--- config.mk ---
export PLATFORM = sky130hd
export DESIGN_NAME = sadc_dev_flat
export DESIGN_NICKNAME = d
export VERILOG_FILES = /design/src/include/sadc_pkg.sv /design/src/include/sadc_if.sv /design/src/hdl/sadc_dev.sv /design/src/flat_wrapper.sv
export SDC_FILE = /design/constraint.sdc
export NUM_CORES = 1
export LEC_CHECK = 0
export ABC_AREA = 1
export BUFFER_PORTS_ARGS = -buffer_cell sky130_fd_sc_hd__buf_2
export CORE_MARGIN = 1
export CORE_UTILIZATION = 52
export DETAILED_ROUTE_END_ITERATION = 7
export PLACE_DENSITY = 0.75
export SYNTH_ARGS = -nofsm -noshare
export SYNTH_HDL_FRONTEND = slang
export SYNTH_SLANG_ARGS = --single-unit
--- constraint.sdc ---
create_clock -name mclk_i -period 2.1 [get_ports mclk_i]
set_input_delay 0 -clock mclk_i [delete_from_list [all_inputs] [get_ports mclk_i]]
set_output_delay 0 -clock mclk_i [all_outputs]
set_load 0.005 [all_outputs]
--- src/include/sadc_pkg.sv ---
package sadc_pkg;
  localparam int unsigned CLK_PERIOD_NS     = 100;
  localparam int unsigned DATA_W            = 12;
  // host timing
  localparam int unsigned CONV_PULSE_NS     = 40;
  localparam int unsigned SETUP_NS          = 10;
  localparam int unsigned SPACING_NS        = 1660;
  localparam int unsigned CONV_PULSE_CYC    =
    (CONV_PULSE_NS + CLK_PERIOD_NS - 1) / CLK_PERIOD_NS;
  localparam int unsigned SETUP_CYC         =
    (SETUP_NS + CLK_PERIOD_NS - 1) / CLK_PERIOD_NS;
  localparam int unsigned SPACING_CYC       =
    (SPACING_NS + CLK_PERIOD_NS - 1) / CLK_PERIOD_NS;
  // device timing
  localparam int unsigned BUSY_DELAY_MAX_NS = 125;
  localparam int unsigned BUSY_LOW_NS       = 1300;
  localparam int unsigned BUSY_LOW_CYC      = BUSY_LOW_NS / CLK_PERIOD_NS;
  localparam int unsigned CNT_W             = 8;
  localparam logic [CNT_W-1:0] CNT_RST      = 8'h00;
  localparam logic [DATA_W-1:0] RESULT_RST  = 12'h000;
  localparam logic [DATA_W-1:0] CODE_POS_FS = 12'h7FF;
  localparam logic [DATA_W-1:0] CODE_NEG_FS = 12'h800;
endpackage

--- src/include/sadc_if.sv ---
`timescale 1ns/1ps
interface sadc_if;
  logic                chip_select_n;
  logic                read_convert_n;
  logic                busy_n;
  logic [11:0]         result_bits_out;
  logic [11:0]         result_bits_oe;
  modport dev (
    input  chip_select_n,
    input  read_convert_n,
    output busy_n,
    output result_bits_out,
    output result_bits_oe
  );
  modport host (
    output chip_select_n,
    output read_convert_n,
    input  busy_n,
    input  result_bits_out,
    input  result_bits_oe
  );
endinterface

--- src/hdl/sadc_dev.sv ---
`timescale 1ns/1ps
// Summary of operation
// - host holds convert low at least 40 ns
// - busy low until result register updated
// - two's complement result, msb on bit 11
// - requests while busy are ignored
// - host spaces conversions at least 1.66 us
// - select and convert OR'd, level triggered
// - non-trigger line low 10 ns earlier
// - drive bus only when read, selected, idle
// - select falling with convert low starts
// - convert falling with select low starts
// - select falling with read high enables bus
// - read during conversion enables bus afterward
// - completion with convert low keeps bus off
// - data valid by busy rising edge
// - one full 12-bit parallel word
// - codes 7FF, 000, FFF, 800 map scale
// - select may be tied low permanently
// - busy falls within 125 ns of start; here 200 to 300 ns after the pin edge, behind the two-flop synchroniser
// - host keeps bus quiet while converting
// - convert falling samples and holds input
module sadc_dev (
  input  wire logic        mclk_i,
  input  wire logic        arst_n_i,
  sadc_if.dev              bus,
  input  wire logic [11:0] sample_i,
  output logic             sample_hold_o
);
  typedef enum logic [1:0] {
    SADC_IDLE = 2'b01,
    SADC_CONV = 2'b10
  } sadc_state_t;

  sadc_state_t                         state_reg;
  sadc_state_t                         state_next;
  logic [1:0]                          cs_sync_reg;
  logic [1:0]                          rc_sync_reg;
  logic [sadc_pkg::CNT_W-1:0]          cnt_reg;
  logic [sadc_pkg::DATA_W-1:0]         held_reg;
  logic [sadc_pkg::DATA_W-1:0]         result_reg;
  logic                                busy_n_reg;
  logic                                oe_reg;
  logic                                start;
  logic                                done;
  logic [sadc_pkg::DATA_W-1:0]         trial_reg;
  logic [sadc_pkg::DATA_W-1:0]         guess;
  logic [sadc_pkg::DATA_W-1:0]         offset_code;
  logic [3:0]                          bit_reg;
  logic                                sar_on_reg;
  logic                                hold_reg;

  // select low with convert low asks for a conversion
  function automatic logic conv_level(input logic cs_n, input logic rc_n);
    conv_level = !cs_n && !rc_n;
  endfunction

  // select low with convert high asks for the bus
  function automatic logic read_level(input logic cs_n, input logic rc_n);
    read_level = !cs_n && rc_n;
  endfunction

  // pins come from the host's clock, so synchronise before use
  always_ff @(posedge mclk_i or negedge arst_n_i) begin
    if (!arst_n_i) begin
      cs_sync_reg <= 2'b11;
    end else begin
      cs_sync_reg <= {cs_sync_reg[0], bus.chip_select_n};
    end
  end

  always_ff @(posedge mclk_i or negedge arst_n_i) begin
    if (!arst_n_i) begin
      rc_sync_reg <= 2'b11;
    end else begin
      rc_sync_reg <= {rc_sync_reg[0], bus.read_convert_n};
    end
  end

  // level triggered: either line may fall last, busy masks repeats
  assign start = (state_reg == SADC_IDLE)
                 && conv_level(cs_sync_reg[1], rc_sync_reg[1]);
  assign done  = (state_reg == SADC_CONV) && (cnt_reg == sadc_pkg::CNT_W'(1));

  // offset binary lets a plain unsigned compare drive the search
  assign offset_code = {~held_reg[sadc_pkg::DATA_W-1], held_reg[sadc_pkg::DATA_W-2:0]};
  assign guess       = trial_reg | (sadc_pkg::DATA_W'(1) << bit_reg);

  always_comb begin
    state_next = state_reg;
    case (state_reg)
      SADC_IDLE: if (start) state_next = SADC_CONV;
      SADC_CONV: if (done) state_next = SADC_IDLE;
      default:   state_next = SADC_IDLE;
    endcase
  end

  always_ff @(posedge mclk_i or negedge arst_n_i) begin
    if (!arst_n_i) begin
      state_reg <= SADC_IDLE;
    end else begin
      state_reg <= state_next;
    end
  end

  always_ff @(posedge mclk_i or negedge arst_n_i) begin
    if (!arst_n_i) begin
      cnt_reg <= sadc_pkg::CNT_RST;
    end else if (start) begin
      cnt_reg <= sadc_pkg::CNT_W'(sadc_pkg::BUSY_LOW_CYC);
    end else if (cnt_reg != sadc_pkg::CNT_RST) begin
      cnt_reg <= cnt_reg - sadc_pkg::CNT_W'(1);
    end
  end

  // the input is frozen at start; a hold kept for the whole conversion
  always_ff @(posedge mclk_i or negedge arst_n_i) begin
    if (!arst_n_i) begin
      held_reg <= sadc_pkg::RESULT_RST;
    end else if (start) begin
      held_reg <= sample_i;
    end
  end

  // msb to lsb; the busy count must cover one cycle per bit plus the update
  always_ff @(posedge mclk_i or negedge arst_n_i) begin
    if (!arst_n_i) begin
      bit_reg <= 4'h0;
    end else if (start) begin
      bit_reg <= 4'(sadc_pkg::DATA_W - 1);
    end else if (sar_on_reg && (bit_reg != 4'h0)) begin
      bit_reg <= bit_reg - 4'h1;
    end
  end

  always_ff @(posedge mclk_i or negedge arst_n_i) begin
    if (!arst_n_i) begin
      sar_on_reg <= 1'b0;
    end else if (start) begin
      sar_on_reg <= 1'b1;
    end else if (sar_on_reg && (bit_reg == 4'h0)) begin
      sar_on_reg <= 1'b0;
    end
  end

  // a bit stays set when the guess does not overshoot the held code
  always_ff @(posedge mclk_i or negedge arst_n_i) begin
    if (!arst_n_i) begin
      trial_reg <= sadc_pkg::RESULT_RST;
    end else if (start) begin
      trial_reg <= sadc_pkg::RESULT_RST;
    end else if (sar_on_reg && (guess <= offset_code)) begin
      trial_reg <= guess;
    end
  end

  // two's complement code passed whole, msb on bit 11
  always_ff @(posedge mclk_i or negedge arst_n_i) begin
    if (!arst_n_i) begin
      result_reg <= sadc_pkg::RESULT_RST;
    end else if (done) begin
      result_reg <= {~trial_reg[sadc_pkg::DATA_W-1],
                     trial_reg[sadc_pkg::DATA_W-2:0]};
    end
  end

  // busy falls one edge after start, 200 to 300 ns after the pin falls at 10 MHz, not within 125 ns
  always_ff @(posedge mclk_i or negedge arst_n_i) begin
    if (!arst_n_i) begin
      busy_n_reg <= 1'b1;
    end else if (start) begin
      busy_n_reg <= 1'b0;
    end else if (done) begin
      busy_n_reg <= 1'b1;
    end
  end

  // registered so the hold flag cannot glitch between states
  always_ff @(posedge mclk_i or negedge arst_n_i) begin
    if (!arst_n_i) begin
      hold_reg <= 1'b0;
    end else if (start) begin
      hold_reg <= 1'b1;
    end else if (done) begin
      hold_reg <= 1'b0;
    end
  end

  // enable tracks the same edge as busy rising, the edge that also loads the data
  always_ff @(posedge mclk_i or negedge arst_n_i) begin
    if (!arst_n_i) begin
      oe_reg <= 1'b0;
    end else begin
      oe_reg <= (state_next == SADC_IDLE) && !start
                && read_level(cs_sync_reg[1], rc_sync_reg[1]);
    end
  end

  assign bus.busy_n          = busy_n_reg;
  assign bus.result_bits_out = result_reg;
  assign sample_hold_o       = hold_reg;

  // one shared enable per bit so the word is never split
  for (genvar gi = 0; gi < sadc_pkg::DATA_W; gi++) begin : g_oe
    assign bus.result_bits_oe[gi] = oe_reg;
  end
endmodule

--- src/flat_wrapper.sv ---
// flat-port wrapper written by rule: the top's interface ports become plain ports
module sadc_dev_flat 
  (mclk_i, arst_n_i, sample_i, sample_hold_o, bus_chip_select_n, bus_read_convert_n, bus_busy_n, bus_result_bits_out, bus_result_bits_oe);
  sadc_if bus_i ();
  input  wire logic mclk_i;
  input  wire logic arst_n_i;
  input  wire logic [11:0] sample_i;
  output logic sample_hold_o;
  input wire logic [$bits(bus_i.chip_select_n)-1:0] bus_chip_select_n;
  input wire logic [$bits(bus_i.read_convert_n)-1:0] bus_read_convert_n;
  output wire logic [$bits(bus_i.busy_n)-1:0] bus_busy_n;
  output wire logic [$bits(bus_i.result_bits_out)-1:0] bus_result_bits_out;
  output wire logic [$bits(bus_i.result_bits_oe)-1:0] bus_result_bits_oe;
  assign bus_i.chip_select_n = bus_chip_select_n;
  assign bus_i.read_convert_n = bus_read_convert_n;
  assign bus_busy_n = bus_i.busy_n;
  assign bus_result_bits_out = bus_i.result_bits_out;
  assign bus_result_bits_oe = bus_i.result_bits_oe;
  sadc_dev u_core (.mclk_i(mclk_i), .arst_n_i(arst_n_i), .bus(bus_i), .sample_i(sample_i), .sample_hold_o(sample_hold_o));
endmodule
* Yosys cells after proc, flatten, opt, wreduce, memory -nomap -nowiden
Index checks and enable logic that the tools add are counted.
** Word-level totals
- Output and inout port bits :: 26
- Logic and storage cells :: 58
- Register bits :: 58
- Input port bits :: 16
** Operators by class
- Add/subtract/negate cells :: 2
- Equal/unequal tests :: 4
- Bitwise gates (word level) :: 3
- Order comparisons :: 1
- Mux-type cells :: 15
- Reduce and logical (&&, ||, !) cells :: 20
- Shift-type cells :: 1
** Operators by type and width (count)
- 2-to-1 mux 12 bit :: 2
- 2-to-1 mux 8 bit :: 2
- less-or-equal comparator 12 bit :: 1
- OR 12 bit :: 1
- left shift 1 x 4 -> 12 bit (first input constant) :: 1
- nonzero test 2 bit :: 5
- logical AND 1 bit :: 9
- equality test 8 x 1 -> 1 bit (second input constant) :: 1
- 2-to-1 mux 4 bit :: 2
- nonzero test 8 bit :: 1
- subtractor 8 x 1 -> 8 bit (second input constant) :: 1
- 2-to-1 mux 1 bit :: 6
- equality test 2 x 1 -> 1 bit (second input constant) :: 2
- logical NOT 4 bit :: 1
- 2-to-1 mux 2 bit :: 2
- one-hot mux 2 bit (2 select lines) :: 1
- nonzero test 4 bit :: 1
- subtractor 4 x 1 -> 4 bit (second input constant) :: 1
- logical NOT 1 bit :: 3
- equality test 2 bit (second input constant) :: 1
- NOT 1 bit :: 2

* Logic depth before layout (Yosys ltp)
Gate-level depths: netlist of the first run.
- Depth in word-level cells :: 8
- Depth in mapped cells :: 17
- Gate-level depth less buffers :: 16

* Worst setup path after synthesis of the first run
No wires, ideal clock.
- Path kind :: flip-flop to flip-flop
- From :: register u_core.bit_reg[0]
- To :: register u_core.trial_reg[10] in the netlist's numbering
- Clock period less this slack :: 2.018 ns
- Data arrival time :: 1.941 ns
- Stages on the path, launching flop included :: 16
- Required time :: 2.023 ns
- Slack :: 0.082 ns
- Path buffers :: 1
- Setup time :: 0.077 ns
- Cell sequence :: dfrtp_1 -> inv_1 -> ha_1 -> inv_1 -> o31ai_1 -> ha_1 -> nand2_1 -> inv_1 -> nand2_1 -> nor2_1 -> nand2_1 -> nand3_1 -> nand2_1 -> nand2_1 -> buf_6 -> a21oi_1
** Between the ends
- Cells in the longest elaborated chain, start to end :: 5
- Elaborated cells between the ends (all ways) :: 7
- Classes of those cells :: 1 x order compare; 1 x shift; 2 x mux; 1 x bitwise; 2 x reduce/logical
** RTL lines
- from (decl) :: line sadc_dev.sv:49 : logic [3:0] bit_reg;
- from (signal assigned) :: line sadc_dev.sv:130 : bit_reg <= 4'(sadc_pkg::DATA_W - 1);
- from (signal assigned) :: line sadc_dev.sv:132 : bit_reg <= bit_reg - 4'h1;
- left shift 1 x 4 -> 12 bit (*) :: line sadc_dev.sv:87 : assign guess = trial_reg | (sadc_pkg::DATA_W'(1) << bit_reg);
- OR 12 bit (*) :: line sadc_dev.sv:87
- less-or-equal comparator 12 bit :: line sadc_dev.sv:152 : end else if (sar_on_reg && (guess <= offset_code)) begin
- logical AND 1 bit :: line sadc_dev.sv:152
- nonzero test 2 bit (no line)
- to (signal assigned) :: line sadc_dev.sv:149 : trial_reg <= sadc_pkg::RESULT_RST;
- to (signal assigned) :: line sadc_dev.sv:151 : trial_reg <= sadc_pkg::RESULT_RST;
- to (signal assigned) :: line sadc_dev.sv:153 : trial_reg <= guess;
- to (decl) :: line sadc_dev.sv:46 : logic [sadc_pkg::DATA_W-1:0] trial_reg;
Every way passes the cells marked *; elsewhere a longest branch is shown, timed or not. The select of a mux whose other input is x is not followed.
A chain may end at the register's enable or synchronous reset.

* Worst setup path after layout of the first run
- From :: register u_core.bit_reg[0]
- To :: register u_core.trial_reg[11] in the netlist's numbering
The elaborated chain is that of the path after synthesis.

==> load_flow_metrics.sql, run 1 <==
INSERT INTO impl_metrics (metric_group, metric, value, unit) VALUES
('status', 'run_status', 'finished with violations', ''),
('status', 'failed_checks', 'negative setup slack', ''),
('power_and_ir_drop', 'power.sequential.fraction', '0.305', ''),
('critical_path', 'end_kind', 'flip-flop', ''),
('timing', 'timing.final.max_slew_violations', '0', ''),
('floorplan', 'placementRows', '27', ''),
('global_routing', 'grt_start_max_net_pins', '22', ''),
('critical_path', 'worst-endpoint-required', '2.36', 'ns'),
('logic_synthesis', 'cell_area_after_technology_mapping', '3010', 'um^2'),
('finish', 'area.growth.synth_to_final', '33.83', '%'),
('critical_path', 'critical_path_peak_fanout', '6', ''),
('finish', 'final_util', '0.7272', ''),
('power_and_ir_drop', 'p_sw_frac', '0.4197', ''),
('timing', 'final.setup.tns', '-0.3772', 'ns'),
('timing', 'max_slew.worst_pin.slew', '0.4189', 'ns'),
('detailed_routing', 'detail_route.vias_per_cell', '5.016', ''),
('critical_path', 'critical_path.cell_chain', 'inv_4 > ha_4 > inv_2 > o31ai_2 > buf_4 > ha_4 > nand2_1 > inv_1 > nand2_1 > nand2_1 > nand2_1 > nand3_2 > nand2_4 > nand2_4 > a21oi_1', ''),
('finish', 'final_standard_cell_area_without_fillers', '4029', 'um^2'),
('power_and_ir_drop', 'power_dissipated_by_switching_net_loads', '0.002464', 'W'),
('critical_path', 'crit_top_cell', 'nand2_1', ''),
('logic_synthesis', 'synth_edf_count', '0', ''),
('floorplan', 'die_w', '78.09', 'um'),
('power_and_ir_drop', 'p_per_area', '1458', 'nW/um^2'),
('detailed_routing', 'wl', '6498', 'um'),
('power_and_ir_drop', 'internal_power', '0.003408', 'W'),
('cts', 'cts_tree', 'yes', ''),
('detailed_routing', 'detail_route.iter0.violations', '203', ''),
('cts', 'clkSlewWorstSetupHoldPaths', '0.06', 'ns'),
('critical_path', 'worst-r2r-cell-count', '15', ''),
('floorplan', 'core_region_area', '5540', 'um^2'),
('cts', 'cts.htree.levels', '3', ''),
('global_routing', 'via_count_of_the_first_global_routing_pass', '2362', ''),
('logic_synthesis', 'number_of_synthesized_register_bits', '58', ''),
('timing', 'report.final.setup_viol', '12', ''),
('power_and_ir_drop', 'leakagePower', '2.013', 'nW'),
('cts', 'numCtsBuffers', '9', ''),
('logic_synthesis', 'synthCells', '337', ''),
('place', 'postPlaceCellArea', '3322', 'um^2'),
('critical_path', 'cp_slowest_stage_delay', '0.46', 'ns'),
('logic_synthesis', 'synthesis.area_per_instance', '8.933', 'um^2'),
('global_routing', 'global_route_wire_length_before_repair', '10700', 'um'),
('critical_path', 'reg2reg_to', 'u_core.trial_reg[11]', ''),
('floorplan', 'dieHeight', '78.09', 'um'),
('critical_path', 'critPathLaunchType', 'flip-flop', ''),
('place', 'post-dp-hpwl', '4203', 'um'),
('timing', 'finClkSkew', '0.005948', 'ns'),
('finish', 'fin_nets', '451', ''),
('floorplan', 'io_pins', '42', ''),
('power_and_ir_drop', 'vdd_ir_drop_max', '700.0', 'uV'),
('critical_path', 'worst_ep_arrival_time', '2.43', 'ns'),
('timing', 'layout_worst_path_cycle_share', '1.032', ''),
('detailed_routing', 'first_pass_iteration_count_of_the_detailed_router', '4', ''),
('place', 'buffer_ports.inserted', '41', ''),
('timing', 'hold_viol_final', '0', ''),
('power_and_ir_drop', 'clkPwrFrac', '0.194', ''),
('timing', 'final.min_clock_period', '2.167', 'ns'),
('critical_path', 'worst_r2r_startpoint', 'u_core.bit_reg[0]', ''),
('finish', 'antennaDiodeCount', '0', ''),
('timing', 'worst_slack', '-0.06714', 'ns'),
('cts', 'cts_num_sinks', '58', ''),
('timing', 'slew_headroom', '0.7207', ''),
('global_routing', 'grt_overflow_total', '0', ''),
('place', 'gp_congestion', '0.8810', ''),
('detailed_routing', 'dr_total_vias', '2458', ''),
('detailed_routing', 'route.detailed.wl_per_inst', '13.26', 'um'),
('floorplan', 'floorplan.die_area', '6097', 'um^2'),
('cts', 'clk_latency', '0.33', 'ns'),
('critical_path', 'slowest_stage', 'dfrtp_2', ''),
('logic_synthesis', 'postSynthNetCount', '375', ''),
('timing', 'rsz0062_at_grt', 'true', ''),
('logic_synthesis', 'seq_area_frac_synth', '0.4846', '');
## synth_stat cells (2+ instances only)
cell type | n | area (um^2)
nor2_1 | 18 | 67.56
ha_1 | 22 | 275.3
o21ai_0 | 20 | 100.1
buf_2 | 2 | 10.01
buf_6 | 3 | 33.78
nand3_1 | 9 | 45.04
buf_4 | 12 | 90.09
nor3_1 | 2 | 10.01
nand2_1 | 73 | 274.0
inv_2 | 3 | 11.26
dfstp_2 | 6 | 157.7
o21ai_2 | 12 | 105.1
nand4_1 | 3 | 18.77
o31ai_1 | 7 | 52.55
a21oi_1 | 24 | 120.1
clkbuf_1 | 4 | 15.01
nor4_1 | 3 | 18.77
dfrtp_1 | 52 | 1301
nand3_2 | 2 | 20.02
nor2_4 | 3 | 33.78
inv_1 | 50 | 187.7
## cell type report
| cell class | instances | area, um^2 |
|---|---|---|
| Clock inverter | 5 | 77.57 |
| Tap cell | 72 | 90.09 |
| Timing Repair Buffer | 85 | 576.8 |
| Sequential cell | 58 | 1464 |
| Inverter | 53 | 211.5 |
| Fill cell | 399 | 1511 |
| Multi-Input combinational cell | 206 | 1468 |
| Clock buffer | 11 | 141.4 |
## metal layers
layer | vias to the layer above | wire (um) | track usage
li1 | 1223 | - | -
met5 | - | 0 | 0
met3 | 15 | 318 | 0.06047
met1 | 1152 | 2900 | 0.2956
met4 | 0 | 151 | 0.09074
met2 | 68 | 3127 | 0.3719
## cell families (layout without fill, tap and decap cells)
group,Yosys count,count (layout),share of synthesized area
simple gates,118,119,0.1775
buf+inv,74,154,0.1155
compound gates,65,65,0.1309
flops,58,58,0.4846
fa+ha+maj,22,22,0.09144
## power groups by stage
stage               clock [W]  combinational [W]  sequential (W)
detailed placement          0            0.00217         0.00174
finish                0.00114            0.00294         0.00179
CTS                   0.00117            0.00237         0.00175
global placement            0            0.00211         0.00172
global route          0.00122            0.00329         0.00183
floorplan                   0            0.00165         0.00168
## cells in the final DEF (no fill, tap or decap), types with 4 or more instances in the layout
| cell type | count |
|---|---|
| nand2_1 | 68 |
| dfrtp_1 | 48 |
| inv_1 | 45 |
| buf_2 | 41 |
| buf_4 | 28 |
| nor2_1 | 17 |
| o21ai_0 | 16 |
| a21oi_1 | 16 |
| o21ai_2 | 15 |
| dlygate4sd3_1 | 15 |
| ha_1 | 14 |
| clkbuf_8 | 10 |
| nand3_1 | 8 |
| a21oi_2 | 8 |
| ha_4 | 8 |
| dfstp_2 | 6 |
| inv_4 | 5 |
| dfrtp_2 | 4 |
## how the worst max path moves through the flow
| stage | from | endpoint | slack [ns] | depth (start not counted) |
|---|---|---|---|---|
| 2_1_floorplan | u_core.bit_reg[0] | u_core.trial_reg[10] | 0.08 | 15 |
| 3_3_place_gp | u_core.bit_reg[1] | u_core.trial_reg[0] | -0.09 | 13 |
| 3_5_place_dp | u_core.bit_reg[1] | u_core.trial_reg[5] | -0.25 | 14 |
| 4_1_cts | u_core.bit_reg[1] | u_core.trial_reg[10] | 0.008 | 12 |
| 5_1_grt | u_core.bit_reg[0] | u_core.trial_reg[4] | -0.19 | 15 |
| 6_report | u_core.bit_reg[0] | u_core.trial_reg[11] | -0.07 | 15 |
## per-stage QoR
stage	total power (W)	instances	hold slack, ns
2_1_floorplan	0.003322	337	-0.2956
3_3_place_gp	0.003827	451	-0.05133
3_5_place_dp	0.003909	451	-0.04124
4_1_cts	0.005289	483	0.1294
5_1_grt	0.006345	490	0.1586
6_report	0.005872	490	0.1318
## repair_timing
action / 4_1_cts / 5_1_grt
resized for setup: 17 / 48
endpoints found under the hold margin: 31 / 0
pin swaps: 4 / 16
buffers inserted: 0 / 9
hold buffers: 15 / 0
cloned: 1 / 0
setup endpoints to repair: 12 / 12
## critical path: cells and delay by family (launching register included)
family | cells | cell delay (ns)
simple gates | 7 | 0.52
buf+inv | 4 | 0.38
flops | 1 | 0.46
compound gates | 2 | 0.42
fa+ha+maj | 2 | 0.31
(Power assumes the default switching activity.)
==> run 2: changes to the inputs <==
- CORE_UTILIZATION: 52 -> 56
- PLACE_DENSITY: 0.75 -> 0.77
- clock period: 2.1 -> 2.4 ns (I/O delays scaled with it)
==> run 2 against run 1 <==
- the run now ends clean
- flip-flop and latch count unchanged
- design area is 12% lower
- register-to-register slack better by 0.25 ns
- via count shrank 8.1%
- non-clock buffer count down 23
- setup slack better by 0.25 ns
- highest routed layer unchanged
- largest power group unchanged
==> load_flow_metrics.sql, run 2 (synthesis gave the netlist of run 1 again) <==
INSERT INTO impl_metrics (metric_group, metric, value, unit) VALUES
('cts', 'post-cts-setup-buffer-count', '0', ''),
('finish', 'multi_input_comb_area', '1234', 'um^2'),
('timing', 'max_slew.worst_pin.slew', '0.5354', 'ns'),
('critical_path', 'buf_inv_on_cp', '2', ''),
('detailed_routing', 'antenna_violating_nets_post_route', '0', ''),
('detailed_routing', 'first_pass_iteration_count_of_the_detailed_router', '4', ''),
('place', 'placed_cells', '433', ''),
('floorplan', 'floorplan.die_area', '5673', 'um^2'),
('timing', 'worst_slack', '0.1863', 'ns'),
('detailed_routing', 'dr_total_vias', '2259', ''),
('finish', 'area.growth.synth_to_final', '18.37', '%'),
('critical_path', 'crit_top_cell', 'nand2_1', ''),
('finish', 'sequential_cell_area', '1460', 'um^2'),
('critical_path', 'cp_slowest_stage_delay', '0.41', 'ns'),
('timing', 'final.setup.tns', '0', 'ns'),
('timing', 'timing.final.max_slew_violations', '0', ''),
('timing', 'finClkSkew', '0.006537', 'ns'),
('floorplan', 'io_pins', '42', ''),
('finish', 'antennaDiodeCount', '0', ''),
('floorplan', 'floorplan.initialDensity', '0.5857', ''),
('critical_path', 'crit_family', 'simple AND/OR/NAND/NOR gates', ''),
('status', 'run_status', 'complete, no violations', ''),
('floorplan', 'placementRows', '26', ''),
('global_routing', 'grt_overflow_total', '0', ''),
('global_routing', 'via_count_of_the_first_global_routing_pass', '2030', ''),
('min_path', 'hold_removal_path_class', 'input pin to asynchronous set/reset pin', ''),
('cts', 'clkSlewWorstSetupHoldPaths', '0.06', 'ns'),
('finish', 'mostFrequentLayoutCell', 'nand2_1', ''),
('place', 'gp_congestion', '0.8445', ''),
('critical_path', 'critical_path_class', 'flip-flop to flip-flop', ''),
('critical_path', 'worst_ep_arrival_time', '2.47', 'ns'),
('cts', 'cts.htree.levels', '3', ''),
('place', 'preCtsSetupSlack', '-0.006363', 'ns'),
('power_and_ir_drop', 'p_per_area', '1158', 'nW/um^2'),
('place', 'buffer_ports.inserted', '41', ''),
('global_routing', 'grt_start_max_net_pins', '27', ''),
('finish', 'fin_nets', '427', ''),
('finish', 'mostFrequentLayoutCells', 'nand2_1, dfrtp_1, inv_1', ''),
('finish', 'final_layout_size_suffix_gt1_frac', '0.2437', ''),
('place', 'post-dp-hpwl', '3943', 'um'),
('floorplan', 'core_region_area', '5140', 'um^2'),
('cts', 'clk_latency', '0.33', 'ns'),
('detailed_routing', 'route.detailed.wl_per_inst', '11.68', 'um'),
('finish', 'final_util', '0.6933', ''),
('timing', 'rsz0062_at_grt', 'false', ''),
('critical_path', 'critPathLaunchType', 'flip-flop', ''),
('critical_path', 'critical_path_peak_fanout', '12', ''),
('timing', 'slew_headroom', '0.6431', ''),
('detailed_routing', 'detail_route.vias_per_cell', '4.869', ''),
('critical_path', 'critical_path.cell_chain', 'inv_1 > ha_1 > inv_1 > o31ai_1 > ha_1 > nand2_1 > nand2_1 > nand2_1 > nand2_1 > nand2_1 > nand3_1 > nand2_1 > nand2_4 > a21oi_1', ''),
('timing', 'report.final.setup_viol', '0', ''),
('cts', 'cts_tree', 'yes', ''),
('cts', 'numCtsBuffers', '9', ''),
('job', 'timing.max_cap.violations', '0', ''),
('critical_path', 'end_kind', 'flip-flop', ''),
('critical_path', 'worst-endpoint-required', '2.65', 'ns'),
('finish', 'post_route_insts_no_fill', '464', ''),
('timing', 'hold_viol_final', '0', ''),
('cts', 'clock-root-buffer', 'clkbuf_8', ''),
('timing', 'hold_ws', '0.1788', 'ns'),
('cts', 'maximum_buffer_depth_of_the_clock_tree', '2', ''),
('global_routing', 'gr-usage-all-layers', '0.2234', ''),
('detailed_routing', 'detail_route.iter0.violations', '102', ''),
('floorplan', 'die_w', '75.32', 'um'),
('global_routing', 'initial_antenna_violation_count', '0', ''),
('finish', 'filler_cell_count', '435', ''),
('floorplan', 'dieHeight', '75.32', 'um'),
('timing', 'layout_worst_path_cycle_share', '0.9224', ''),
('timing', 'max_freq', '451.7', 'MHz'),
('detailed_routing', 'drc_errors', '0', ''),
('detailed_routing', 'wl', '5419', 'um'),
('power_and_ir_drop', 'leakagePower', '1.850', 'nW'),
('timing', 'final.min_clock_period', '2.214', 'ns'),
('power_and_ir_drop', 'vdd_ir_drop_max', '536.8', 'uV'),
('cts', 'cts_num_sinks', '58', ''),
('critical_path', 'slowest_stage', 'dfrtp_1', ''),
('global_routing', 'global_route_wire_length_before_repair', '9149', 'um');
==> run 2: changes by cell type in the layout (fill, tap and decap cells not counted), sizes merged <==
| cell | change |
|---|---|
| clkinvlp | -1 |
| clkbuf | +3 |
| nand2 | -1 |
| bufinv | -2 |
| buf | -23 |
==> run 2: per-layer routing <==
layer / up-vias / part of all wire / global-route usage
met2: 57 / 0.45 / 0.3304
met4: 0 / 0.019 / 0.1008
li1: 1172 / - / -
met3: 10 / 0.050 / 0.06746
met1: 1020 / 0.48 / 0.3051
met5: - / 0 / 0
==> run 2: report_power, final <==
group | internal (W) | switching, W
combinational | 0.000674 | 0.00112
clock | 0.000456 | 0.000359
sequential | 0.00130 | 0.000220
==> run 2: stage by stage <==
stage,power (W),instance area (um^2)
after detailed placement,0.003247,3199
after CTS,0.004110,3537
after global placement,0.003166,3199
after floorplan,0.002907,3010
final,0.004126,3563
after global routing,0.004550,3563
==> run 2: layout make-up <==
cell class / count / share of cell area
well taps: 70 / 0.02458
multi-input cells: 205 / 0.3462
inverters: 53 / 0.05583
flip-flops and latches: 58 / 0.4098
repair buffers: 62 / 0.1124
clock inverters: 2 / 0.002809
clock buffers: 14 / 0.04846
==> run 2: path summary, 6_finish.rpt <==
path	from	to	slack [ns]	cells after the start
max	u_core.bit_reg[1]	u_core.trial_reg[1]	0.19	14
min	arst_n_i	u_core.trial_reg[10]	0.18	2
max reg2reg	u_core.bit_reg[1]	u_core.trial_reg[1]	0.19	14
min reg2reg	u_core.rc_sync_reg[0]	u_core.rc_sync_reg[1]	0.36	0
max in group asynchronous	arst_n_i	u_core.cs_sync_reg[0]	1.49	3
min in group mclk_i	bus_read_convert_n	u_core.rc_sync_reg[0]	0.31	2
==> run 2: what timing repair did <==
action | CTS | global route
cloned | 0 | 0
hold buffers | 15 | 0
resized for setup | 1 | 7
setup endpoints to repair | 11 | 12
endpoints found under the hold margin | 38 | 0
